--- src/design/phymii_pkg.sv ---
package phymii_pkg;

   // ****************************************
   // Timing
   // ****************************************
   localparam int unsigned CLOCK_HZ  = 10_000_000;
   localparam int unsigned FAST_HZ   = 25_000_000;
   localparam int unsigned SLOW_HZ   = 2_500_000;
   localparam int unsigned HALF_FAST_RAW = CLOCK_HZ / (2 * FAST_HZ);
   localparam int unsigned HALF_SLOW_RAW = CLOCK_HZ / (2 * SLOW_HZ);
   localparam int unsigned HALF_FAST = (HALF_FAST_RAW < 1) ? 1 : HALF_FAST_RAW;
   localparam int unsigned HALF_SLOW = (HALF_SLOW_RAW < 1) ? 1 : HALF_SLOW_RAW;
   localparam int unsigned DIV_W     = 8;

   // ****************************************
   // Widths and values
   // ****************************************
   localparam int unsigned NIB_W      = 4;
   localparam int unsigned ADDR_W     = 5;
   localparam int unsigned FIFO_DEPTH = 8;
   localparam logic [3:0]  NIB_IDLE   = 4'h0;
   localparam logic [3:0]  NIB_PRE    = 4'h5;
   localparam logic [4:0]  ADDR_OFF   = 5'h00;

   // ****************************************
   // Types
   // ****************************************
   typedef enum logic [2:0] {
      PHYMII_SYM_IDLE = 3'h0,
      PHYMII_SYM_SSD  = 3'h1,
      PHYMII_SYM_ESD  = 3'h2,
      PHYMII_SYM_PRE  = 3'h3,
      PHYMII_SYM_SFD  = 3'h4,
      PHYMII_SYM_EOF  = 3'h5,
      PHYMII_SYM_DATA = 3'h6
   } phymii_sym_e;

   typedef enum logic [1:0] {
      PHYMII_RX_IDLE  = 2'b00,
      PHYMII_RX_PRE   = 2'b01,
      PHYMII_RX_FRAME = 2'b11
   } phymii_rx_e;

   typedef struct packed {
      phymii_sym_e      kind;
      logic             err;
      logic [NIB_W-1:0] nibble;
   } phymii_sym_s;

   typedef struct packed {
      logic             last;
      logic             err;
      logic [NIB_W-1:0] nibble;
   } phymii_entry_s;

   typedef struct packed {
      logic             valid;
      logic             en;
      logic [NIB_W-1:0] nibble;
   } phymii_tx_s;

   localparam int unsigned ENTRY_W = $bits(phymii_entry_s);

endpackage

--- src/design/phymii_top.sv ---
// How it works
// - Transmit clock runs freely at 2.5 or 5 MHz per speed.
// - Each transmit clock with enable high takes the nibble for the line.
// - Idle nibble is zero; other nibbles with enable low are ignored.
// - Separate four-bit transmit and receive paths, one nibble per clock.
// - At 10 Mb/s receive clock follows line only with carrier and link.
// - At 100 Mb/s receive clock follows line while link up, else local.
// - Receive clock runs at 2.5 or 5 MHz per speed.
// - At 10 Mb/s data valid rises with delimiter nibble until frame end.
// - At 100 Mb/s data valid spans first preamble nibble to last nibble.
// - Receive outputs change only on receive clock, one nibble per clock.
// - Line faults in a frame raise receive error for its nibble.
// - At 10 Mb/s carrier sense rises on preamble, falls on end marker.
// - At 100 Mb/s carrier sense rises on J/K, falls on T/R.
// - At 100 Mb/s idle without T/R also drops carrier sense.
// - Half duplex raises collision when transmit and receive both active.
// - Strap address zero holds mii_oe low; the other outputs are not gated by it.
module phymii_top
   import phymii_pkg::*;
#(
   parameter int unsigned HALF_FAST_CYC = HALF_FAST,
   parameter int unsigned HALF_SLOW_CYC = HALF_SLOW
) (
   input  wire logic              clock,
   input  wire logic              reset_n,
   input  wire logic              speed_100,
   input  wire logic              link_up,
   input  wire logic              full_duplex,
   input  wire logic [ADDR_W-1:0] phy_addr,
   input  wire logic              line_carrier,
   input  wire logic              line_clk_tick,
   input  wire logic              line_sym_valid,
   input  wire phymii_sym_s       line_sym,
   output logic                   line_sym_ready,
   output phymii_tx_s             tx_out,
   output logic                   tx_active,
   output logic                   tx_clk,
   input  wire logic              tx_en,
   input  wire logic [NIB_W-1:0]  txd,
   output logic                   rx_clk,
   output logic                   rx_dv,
   output logic [NIB_W-1:0]       rxd,
   output logic                   rx_er,
   output logic                   crs,
   output logic                   col,
   output logic                   mii_oe
);

   // ****************************************
   // Reset release and strap capture
   // ****************************************
   logic              rst_meta;
   logic              rst_n;
   logic              strap_done;
   logic [ADDR_W-1:0] strap_addr;

   always_ff @(posedge clock or negedge reset_n) begin
      if (!reset_n) begin
         rst_meta <= 1'b0;
         rst_n    <= 1'b0;
      end else begin
         rst_meta <= 1'b1;
         rst_n    <= rst_meta;
      end
   end

   // Strap is caught once after release, never through the reset path
   always_ff @(posedge clock or negedge rst_n) begin
      if (!rst_n) begin
         strap_done <= 1'b0;
         strap_addr <= '0;
         mii_oe     <= 1'b0;
      end else if (!strap_done) begin
         strap_done <= 1'b1;
         strap_addr <= phy_addr;
         mii_oe     <= phy_addr != ADDR_OFF;
      end
   end

   // ****************************************
   // Speed, held steady during frames
   // ****************************************
   logic speed_cur;
   wire logic quiet = !tx_active && !crs && !rx_dv;

   always_ff @(posedge clock or negedge rst_n) begin
      if (!rst_n) begin
         speed_cur <= 1'b0;
      end else if (quiet) begin
         speed_cur <= speed_100;
      end
   end

   // ****************************************
   // Local divider, shared by both clocks
   // ****************************************
   logic [DIV_W-1:0] div_cnt;
   wire logic [DIV_W-1:0] half_cyc = speed_cur ? DIV_W'(HALF_FAST_CYC) : DIV_W'(HALF_SLOW_CYC);
   wire logic local_tick = (div_cnt >= half_cyc - 1'b1);

   always_ff @(posedge clock or negedge rst_n) begin
      if (!rst_n) begin
         div_cnt <= '0;
      end else begin
         div_cnt <= local_tick ? '0 : div_cnt + 1'b1;
      end
   end

   // ****************************************
   // Transmit side
   // ****************************************
   wire logic tx_rise = local_tick && !tx_clk;

   always_ff @(posedge clock or negedge rst_n) begin
      if (!rst_n) begin
         tx_clk    <= 1'b0;
         tx_out    <= '0;
         tx_active <= 1'b0;
      end else begin
         tx_clk       <= local_tick ? !tx_clk : tx_clk;
         tx_out.valid <= tx_rise;
         if (tx_rise) begin
            tx_active     <= tx_en;
            tx_out.en     <= tx_en;
            tx_out.nibble <= tx_en ? txd : NIB_IDLE;
         end
      end
   end

   // ****************************************
   // Receive clock source
   // ****************************************
   wire logic use_line = speed_cur ? link_up : (link_up && line_carrier);
   wire logic rx_tick  = use_line ? line_clk_tick : local_tick;
   wire logic rx_fall  = rx_tick && rx_clk;

   always_ff @(posedge clock or negedge rst_n) begin
      if (!rst_n) begin
         rx_clk <= 1'b0;
      end else begin
         rx_clk <= rx_tick ? !rx_clk : rx_clk;
      end
   end

   // ****************************************
   // Line symbols into the receive FIFO
   // ****************************************
   phymii_rx_e    rx_state;
   phymii_rx_e    next_rx_state;
   phymii_entry_s push_entry;
   phymii_entry_s pop_entry;
   logic          fifo_in_ready;
   logic          fifo_out_valid;
   logic          push_valid;
   logic          next_crs;

   wire logic sym_take  = line_sym_valid && line_sym_ready;
   wire logic kind_idle = (line_sym.kind == PHYMII_SYM_IDLE);
   wire logic kind_end  = (line_sym.kind == PHYMII_SYM_ESD) || (line_sym.kind == PHYMII_SYM_EOF);

   always_comb begin
      next_rx_state = rx_state;
      next_crs      = crs;
      push_valid    = 1'b0;
      push_entry    = '{last: 1'b0, err: line_sym.err, nibble: line_sym.nibble};
      if (sym_take) begin
         case (line_sym.kind)
            PHYMII_SYM_SSD: begin
               if (speed_cur) begin
                  next_crs          = 1'b1;
                  next_rx_state     = PHYMII_RX_FRAME;
                  push_valid        = 1'b1;
                  push_entry.nibble = NIB_PRE;
               end
            end
            PHYMII_SYM_PRE: begin
               if (!speed_cur) begin
                  next_crs      = 1'b1;
                  next_rx_state = (rx_state == PHYMII_RX_IDLE) ? PHYMII_RX_PRE : rx_state;
               end else if (rx_state == PHYMII_RX_FRAME) begin
                  push_valid = 1'b1;
               end
            end
            PHYMII_SYM_SFD: begin
               if (rx_state != PHYMII_RX_IDLE) begin
                  next_rx_state = PHYMII_RX_FRAME;
                  push_valid    = 1'b1;
               end
            end
            PHYMII_SYM_DATA: begin
               push_valid = (rx_state == PHYMII_RX_FRAME);
            end
            PHYMII_SYM_ESD, PHYMII_SYM_EOF, PHYMII_SYM_IDLE: begin
               // Idle at 10 Mb/s only closes a frame that never began
               if (!kind_idle || speed_cur || rx_state != PHYMII_RX_FRAME) begin
                  next_crs      = 1'b0;
                  next_rx_state = PHYMII_RX_IDLE;
                  push_valid    = (rx_state == PHYMII_RX_FRAME);
                  push_entry    = '{last: 1'b1, err: 1'b0, nibble: NIB_IDLE};
               end
            end
            default: begin
               next_rx_state = rx_state;
            end
         endcase
      end
   end

   // Back-pressure: symbols stall while the FIFO cannot take an entry
   assign line_sym_ready = fifo_in_ready;

   always_ff @(posedge clock or negedge rst_n) begin
      if (!rst_n) begin
         rx_state <= PHYMII_RX_IDLE;
         crs      <= 1'b0;
      end else begin
         rx_state <= next_rx_state;
         crs      <= next_crs;
      end
   end

   phymii_fifo #(
      .WIDTH (ENTRY_W),
      .DEPTH (FIFO_DEPTH)
   ) u_rx_fifo (
      .clock     (clock),
      .rst_n     (rst_n),
      .in_valid  (push_valid),
      .in_ready  (fifo_in_ready),
      .in_data   (push_entry),
      .out_valid (fifo_out_valid),
      .out_ready (rx_fall),
      .out_data  (pop_entry)
   );

   // ****************************************
   // Receive outputs, moved on falling receive clock
   // ****************************************
   wire logic rx_pop = rx_fall && fifo_out_valid;

   always_ff @(posedge clock or negedge rst_n) begin
      if (!rst_n) begin
         rx_dv <= 1'b0;
         rxd   <= NIB_IDLE;
         rx_er <= 1'b0;
      end else if (rx_pop) begin
         rx_dv <= !pop_entry.last;
         rxd   <= pop_entry.last ? NIB_IDLE : pop_entry.nibble;
         rx_er <= !pop_entry.last && pop_entry.err;
      end
   end

   // ****************************************
   // Collision
   // ****************************************
   always_ff @(posedge clock or negedge rst_n) begin
      if (!rst_n) begin
         col <= 1'b0;
      end else begin
         col <= !full_duplex && tx_active && line_carrier;
      end
   end

   // ****************************************
   // Checks
   // ****************************************
   a_txclk_toggle: assert property (@(posedge clock) disable iff (!rst_n)
      local_tick |=> tx_clk != $past(tx_clk))
      else $error("transmit clock missed a toggle");

   a_tx_take_nibble: assert property (@(posedge clock) disable iff (!rst_n)
      tx_rise && tx_en |=> tx_out.valid && tx_out.en && tx_out.nibble == $past(txd))
      else $error("transmit nibble not taken");

   a_tx_idle_zero: assert property (@(posedge clock) disable iff (!rst_n)
      tx_out.valid && !tx_out.en |-> tx_out.nibble == NIB_IDLE)
      else $error("idle nibble not zero");

   a_rx_src_slow: assert property (@(posedge clock) disable iff (!rst_n)
      !speed_cur && !(link_up && line_carrier) && local_tick |=> rx_clk != $past(rx_clk))
      else $error("slow receive clock source wrong");

   a_rx_src_fast: assert property (@(posedge clock) disable iff (!rst_n)
      speed_cur && link_up && !line_clk_tick |=> rx_clk == $past(rx_clk))
      else $error("fast receive clock source wrong");

   a_rx_out_edge: assert property (@(posedge clock) disable iff (!rst_n)
      $changed(rxd) || $changed(rx_dv) |-> $past(rx_clk) && !rx_clk)
      else $error("receive output moved off the clock edge");

   a_crs_jk: assert property (@(posedge clock) disable iff (!rst_n)
      sym_take && speed_cur && line_sym.kind == PHYMII_SYM_SSD |=> crs)
      else $error("carrier sense missed start pair");

   a_crs_idle_drop: assert property (@(posedge clock) disable iff (!rst_n)
      sym_take && speed_cur && line_sym.kind == PHYMII_SYM_IDLE |=> !crs)
      else $error("carrier sense held through idle");

   a_col_half: assert property (@(posedge clock) disable iff (!rst_n)
      !full_duplex && tx_active && line_carrier |=> col)
      else $error("collision not raised");

   a_addr_zero_off: assert property (@(posedge clock) disable iff (!rst_n)
      strap_done && strap_addr == ADDR_OFF |-> !mii_oe)
      else $error("interface driven at address zero");

   a_speed_quiet: assert property (@(posedge clock) disable iff (!rst_n)
      $changed(speed_cur) |-> $past(quiet))
      else $error("speed changed inside a frame");

   a_txclk_on_tick: assert property (@(posedge clock) disable iff (!rst_n)
      $changed(tx_clk) |-> $past(local_tick))
      else $error("transmit clock moved off the divider");

   a_rxclk_on_tick: assert property (@(posedge clock) disable iff (!rst_n)
      rx_tick |=> rx_clk != $past(rx_clk))
      else $error("receive clock missed a toggle");

   a_crs_preamble: assert property (@(posedge clock) disable iff (!rst_n)
      sym_take && !speed_cur && line_sym.kind == PHYMII_SYM_PRE |=> crs)
      else $error("carrier sense missed preamble");

   a_crs_end_drop: assert property (@(posedge clock) disable iff (!rst_n)
      sym_take && kind_end |=> !crs)
      else $error("carrier sense held past end marker");

   a_dv_at_sfd: assert property (@(posedge clock) disable iff (!rst_n)
      sym_take && !speed_cur && line_sym.kind == PHYMII_SYM_SFD
         && rx_state != PHYMII_RX_IDLE |-> push_valid && !push_entry.last)
      else $error("delimiter nibble not delivered");

   a_dv_fast_pre: assert property (@(posedge clock) disable iff (!rst_n)
      sym_take && speed_cur && line_sym.kind == PHYMII_SYM_SSD
         |-> push_valid && !push_entry.last && push_entry.nibble == NIB_PRE)
      else $error("start pair not turned into preamble");

   a_rxer_flagged: assert property (@(posedge clock) disable iff (!rst_n)
      rx_pop && !pop_entry.last && pop_entry.err |=> rx_er && rx_dv)
      else $error("receive error not raised");

   a_rxer_needs_dv: assert property (@(posedge clock) disable iff (!rst_n)
      rx_er |-> rx_dv)
      else $error("receive error outside a frame");

   a_rxer_edge: assert property (@(posedge clock) disable iff (!rst_n)
      $changed(rx_er) |-> $past(rx_clk) && !rx_clk)
      else $error("receive error moved off the clock edge");

endmodule

--- src/design/phymii_fifo.sv ---
module phymii_fifo
   import phymii_pkg::*;
#(
   parameter int unsigned WIDTH = ENTRY_W,
   parameter int unsigned DEPTH = FIFO_DEPTH
) (
   input  wire logic             clock,
   input  wire logic             rst_n,
   input  wire logic             in_valid,
   output logic                  in_ready,
   input  wire logic [WIDTH-1:0] in_data,
   output logic                  out_valid,
   input  wire logic             out_ready,
   output logic [WIDTH-1:0]      out_data
);

   localparam int unsigned PW = (DEPTH > 1) ? $clog2(DEPTH) : 1;

   logic [WIDTH-1:0] mem [DEPTH];
   logic [PW-1:0]    wr_ptr;
   logic [PW-1:0]    rd_ptr;
   logic [PW:0]      count;
   logic [WIDTH-1:0] head;

   wire logic        push       = in_valid && in_ready;
   wire logic        pop        = out_valid && out_ready;
   wire logic [PW:0] next_count = count + (PW+1)'(push) - (PW+1)'(pop);
   wire logic [PW-1:0] next_wr  = (wr_ptr == PW'(DEPTH - 1)) ? '0 : wr_ptr + 1'b1;
   wire logic [PW-1:0] next_rd  = (rd_ptr == PW'(DEPTH - 1)) ? '0 : rd_ptr + 1'b1;
   wire logic [PW-1:0] rd_sel   = pop ? next_rd : rd_ptr;

   // ****************************************
   // Storage, head word held in a register
   // ****************************************
   always_ff @(posedge clock) begin
      if (push) begin
         mem[wr_ptr] <= in_data;
      end
   end

   // Head register lets a write into an empty FIFO show on the next cycle
   always_ff @(posedge clock or negedge rst_n) begin
      if (!rst_n) begin
         head <= '0;
      end else if (push && (next_count == (PW+1)'(1)) ) begin
         head <= in_data;
      end else begin
         head <= mem[rd_sel];
      end
   end

   always_ff @(posedge clock or negedge rst_n) begin
      if (!rst_n) begin
         wr_ptr    <= '0;
         rd_ptr    <= '0;
         count     <= '0;
         in_ready  <= 1'b0;
         out_valid <= 1'b0;
      end else begin
         wr_ptr    <= push ? next_wr : wr_ptr;
         rd_ptr    <= pop ? next_rd : rd_ptr;
         count     <= next_count;
         in_ready  <= next_count < (PW+1)'(DEPTH);
         out_valid <= next_count != '0;
      end
   end

   assign out_data = head;

endmodule

--- config.mk ---
export PLATFORM = sky130hd
export DESIGN_NAME = phymii_top
export DESIGN_NICKNAME = d
export VERILOG_FILES = /design/src/design/phymii_pkg.sv /design/src/design/phymii_top.sv /design/src/design/phymii_fifo.sv
export SDC_FILE = /design/constraint.sdc
export NUM_CORES = 1
export LEC_CHECK = 0
export ABC_AREA = 1
export BUFFER_PORTS_ARGS = -buffer_cell sky130_fd_sc_hd__buf_2
export CAP_MARGIN = 20
export CORE_MARGIN = 2
export CORE_UTILIZATION = 53
export CTS_BUF_LIST = sky130_fd_sc_hd__clkbuf_4 sky130_fd_sc_hd__clkbuf_8 sky130_fd_sc_hd__clkbuf_16
export DETAILED_ROUTE_END_ITERATION = 10
export GPL_TIMING_DRIVEN = 0
export PLACE_DENSITY = 0.76
export SLEW_MARGIN = 15
export SYNTH_ARGS = -nofsm -noshare
export SYNTH_HDL_FRONTEND = slang
export SYNTH_SLANG_ARGS = --single-unit
--- constraint.sdc ---
create_clock -name clock -period 1.4 [get_ports clock]
set_input_delay 0.28 -clock clock [delete_from_list [all_inputs] [get_ports clock]]
set_output_delay 0.28 -clock clock [all_outputs]
set_load 0.02 [all_outputs]
==> results.cfg <==
[clock_network]
cts.sinks = 97
cts.htree.levels = 3
clock-root-buffer = clkbuf_8
cts_buffers = 9
clock_path_buffers = 2
clk_latency_ns = 0.37
cts.clk_slew.worst_paths_ns = 0.10
cts_tree = built

[logic_synthesis]
synth_cells = 442
synthArstFlopShare = 0.5052
synth_area_um2 = 4461
synth_seq_area_share = 0.5980
synth_edf_count = 48
avgSynthCellArea_um2 = 10.09
synth_cell_type_count = 39
ys.flop_type = dfrtp_1
synth-seq-cells = 97
ys_warn_count = 0

[power_and_ir_drop]
p_leak_nw = 2.670
powerDensity_nw_per_um2 = 2154
p_total_mw = 12.43
vdd_drop_max_v = 0.001280

[cells_and_area]
utilization = 0.7057
area_growth_pct = 29.34
final_cell_mix = 71 x nand2_1, 61 x inv_1, 49 x nand3_1
antennaDiodeCount = 0
fin_area_um2 = 5769
final_common_cell = nand2_1
drive_gt1_frac = 0.3745
fin_nets = 574

[global_routing]
grt_max_degree = 48
grt_pass1_wl_um = 15560
grt_antenna_before_repair = 0
track_usage = 0.2266
grt_pass1_vias = 3326
grt-ovfl-total = 0

[place]
place_area_um2 = 5005
dp_hpwl_um = 6477
place.gp.congestion = 0.9560
port_buffers = 44

[floorplanning]
design.die.area_um2 = 9166
initial_core_util = 0.5456
rows = 33
ioPinCount = 45
design.core.area_um2 = 8175
fp.dieW_um = 95.74
dieHeight_um = 95.74

[drt]
drtAntennaViolNets = 0
drt-initial-drc-count = 263
drt_wl_total_um = 9969
dr_total_vias = 3327
wl_per_cell_um = 15.41
drc = 0
drt-pass1-iter-count = 5
vias_per_cell = 5.142

[setup_path]
critPathKind = reg2reg
end_kind = register
reg2reg_to = u_rx_fifo.out_data[1]$_DFF_PN0_
cp.required_ns = 1.71
r2r_cells = 24
crit_path_max_fanout = 7
r2r-start = speed_cur$_DFFE_PN0P_
start_kind = register
r2r_slack_ns = -1.62
startpoint = speed_cur$_DFFE_PN0P_
crit_end = u_rx_fifo.out_data[1]$_DFF_PN0_
crit_arrival_ns = 3.34

[timing]
finalSetupViolCount = 130
holdWs_ns = 0.04894
fmax_mhz = 330.7
fin_crit_sh = 2.160
max_slew_margin = 0.6354
fin_crit_ns = 3.024
setup_slack_ns = -1.624
hold_violations = 0
slew_viol_final = 0
clock-skew-final_ns = 0.01023
worst_pin_slew_ns = 0.5419
finalSetupTns_ns = -70.91
grt_setup_unrepaired = yes

[worst_hold_path]
hp-class = in2reg

[run]
maxCapViolations = 0

[outcome]
violations = negative setup slack
status = finished, violations left
## state kept, by name (all words and copies together) (netlist names)
register	count
u_rx_fifo.wr_ptr	3
strap_done	1
rx_er	1
mii_oe	1
tx_active	1
rst_n	1
u_rx_fifo.out_valid	1
rx_clk	1
tx_out	5
u_rx_fifo.mem	48
u_rx_fifo.count	4
u_rx_fifo.rd_ptr	3
tx_clk	1
u_rx_fifo.in_ready	1
crs	1
speed_cur	1
u_rx_fifo.out_data	6
div_cnt	8
rx_dv	1
rxd	4
col	1
rst_meta	1
rx_state	2
## routing by layer
| metal | vias up | wire length [um] | track usage |
|---|---|---|---|
| met5 | - | 0 | 0 |
| met4 | 0 | 241 | 0.1024 |
| met1 | 1599 | 4152 | 0.2858 |
| met2 | 91 | 5203 | 0.3893 |
| li1 | 1615 | - | - |
| met3 | 22 | 372 | 0.03132 |
## synth_stat cells, types with 3 or more instances
master | n | share of area
nand2_1 | 85 | 0.072
inv_1 | 76 | 0.064
nand3_1 | 58 | 0.065
dfrtp_1 | 49 | 0.27
edfxtp_1 | 48 | 0.32
nor2_1 | 19 | 0.016
nand3b_1 | 18 | 0.030
o21ai_0 | 13 | 0.015
ha_1 | 10 | 0.028
nand2_2 | 10 | 0.014
nor2_2 | 7 | 0.0098
inv_2 | 5 | 0.0042
a21oi_1 | 3 | 0.0034
buf_4 | 3 | 0.0050
nand2_4 | 3 | 0.0076
nand4_1 | 3 | 0.0042
xnor2_1 | 3 | 0.0059
## area by class of cell
class,count,area [um^2]
timing repair inverter,3,22.52
buffer,7,66.31
clock inverter,7,106.4
timing repair buffer,76,525.5
tap,105,131.4
sequential,97,2673
clock buffer,9,123.9
multi-input combinational,261,1789
inverter,82,331.6
fill,577,2406
## through the flow
| stage | std cells | setup slack, ns |
|---|---|---|
| floorplan | 447 | -1.614 |
| finish | 647 | -1.624 |
| CTS | 634 | -1.680 |
| detailed placement | 596 | -2.091 |
| global route | 647 | -1.836 |
| global placement | 596 | -1.984 |
## worst min-delay path by stage
stage                      from                  to  slack, ns  cells past startpoint
global route        full_duplex       col$_DFF_PN0_       0.05                      2
CTS                 full_duplex       col$_DFF_PN0_       0.05                      2
floorplan               reset_n  rst_meta$_DFF_PN0_      -0.02                      0
finish              full_duplex       col$_DFF_PN0_       0.05                      2
global placement        reset_n  rst_meta$_DFF_PN0_       0.06                      1
detailed placement      reset_n  rst_meta$_DFF_PN0_       0.07                      1
## critical path, stage by stage, from the launching register on
cell and delay, ns:
dfrtp_2 0.44, inv_4 0.07, ha_4 0.19, inv_2 0.05
nand2_2 0.04, nor2_2 0.08, nand3_2 0.08, nand2_2 0.09
nand2_4 0.06, nand3_4 0.07, buf_8 0.11, inv_6 0.03
ha_4 0.20, inv_2 0.06, ha_4 0.13, inv_2 0.04
fa_2 0.37, xnor2_2 0.17, nor2_2 0.12, nand2_1 0.09
nor2_2 0.16, nand2_4 0.13, clkinv_4 0.10, nand2_2 0.05
nand2_2 0.06
## cells by family after synthesis
logic type,Yosys count,share of synthesized area
adders and majority gates,11,0.03254
buffers and inverters,89,0.08134
other,2,0.001684
and+or+nand+nor,215,0.2432
DFF,97,0.5980
AOI/OAI and AO/OA,23,0.03338
xor gates and xnor gates,5,0.009819
## report_power, final
part / switching (mW) / total [mW] / internal, mW
sequential: 0.397 / 3.99 / 3.60
clock: 1.03 / 2.07 / 1.04
combinational: 3.62 / 6.36 / 2.74
## timing repair
item,CTS,global route
endpoints found under the setup margin,132,131
hold buffers,1,0
cloned,0,3
endpoints found under the hold margin,2,0
setup buffers,24,12
gates resized for setup,40,40
pin swaps,20,19
No activity file was read; power rests on OpenSTA's default activity.
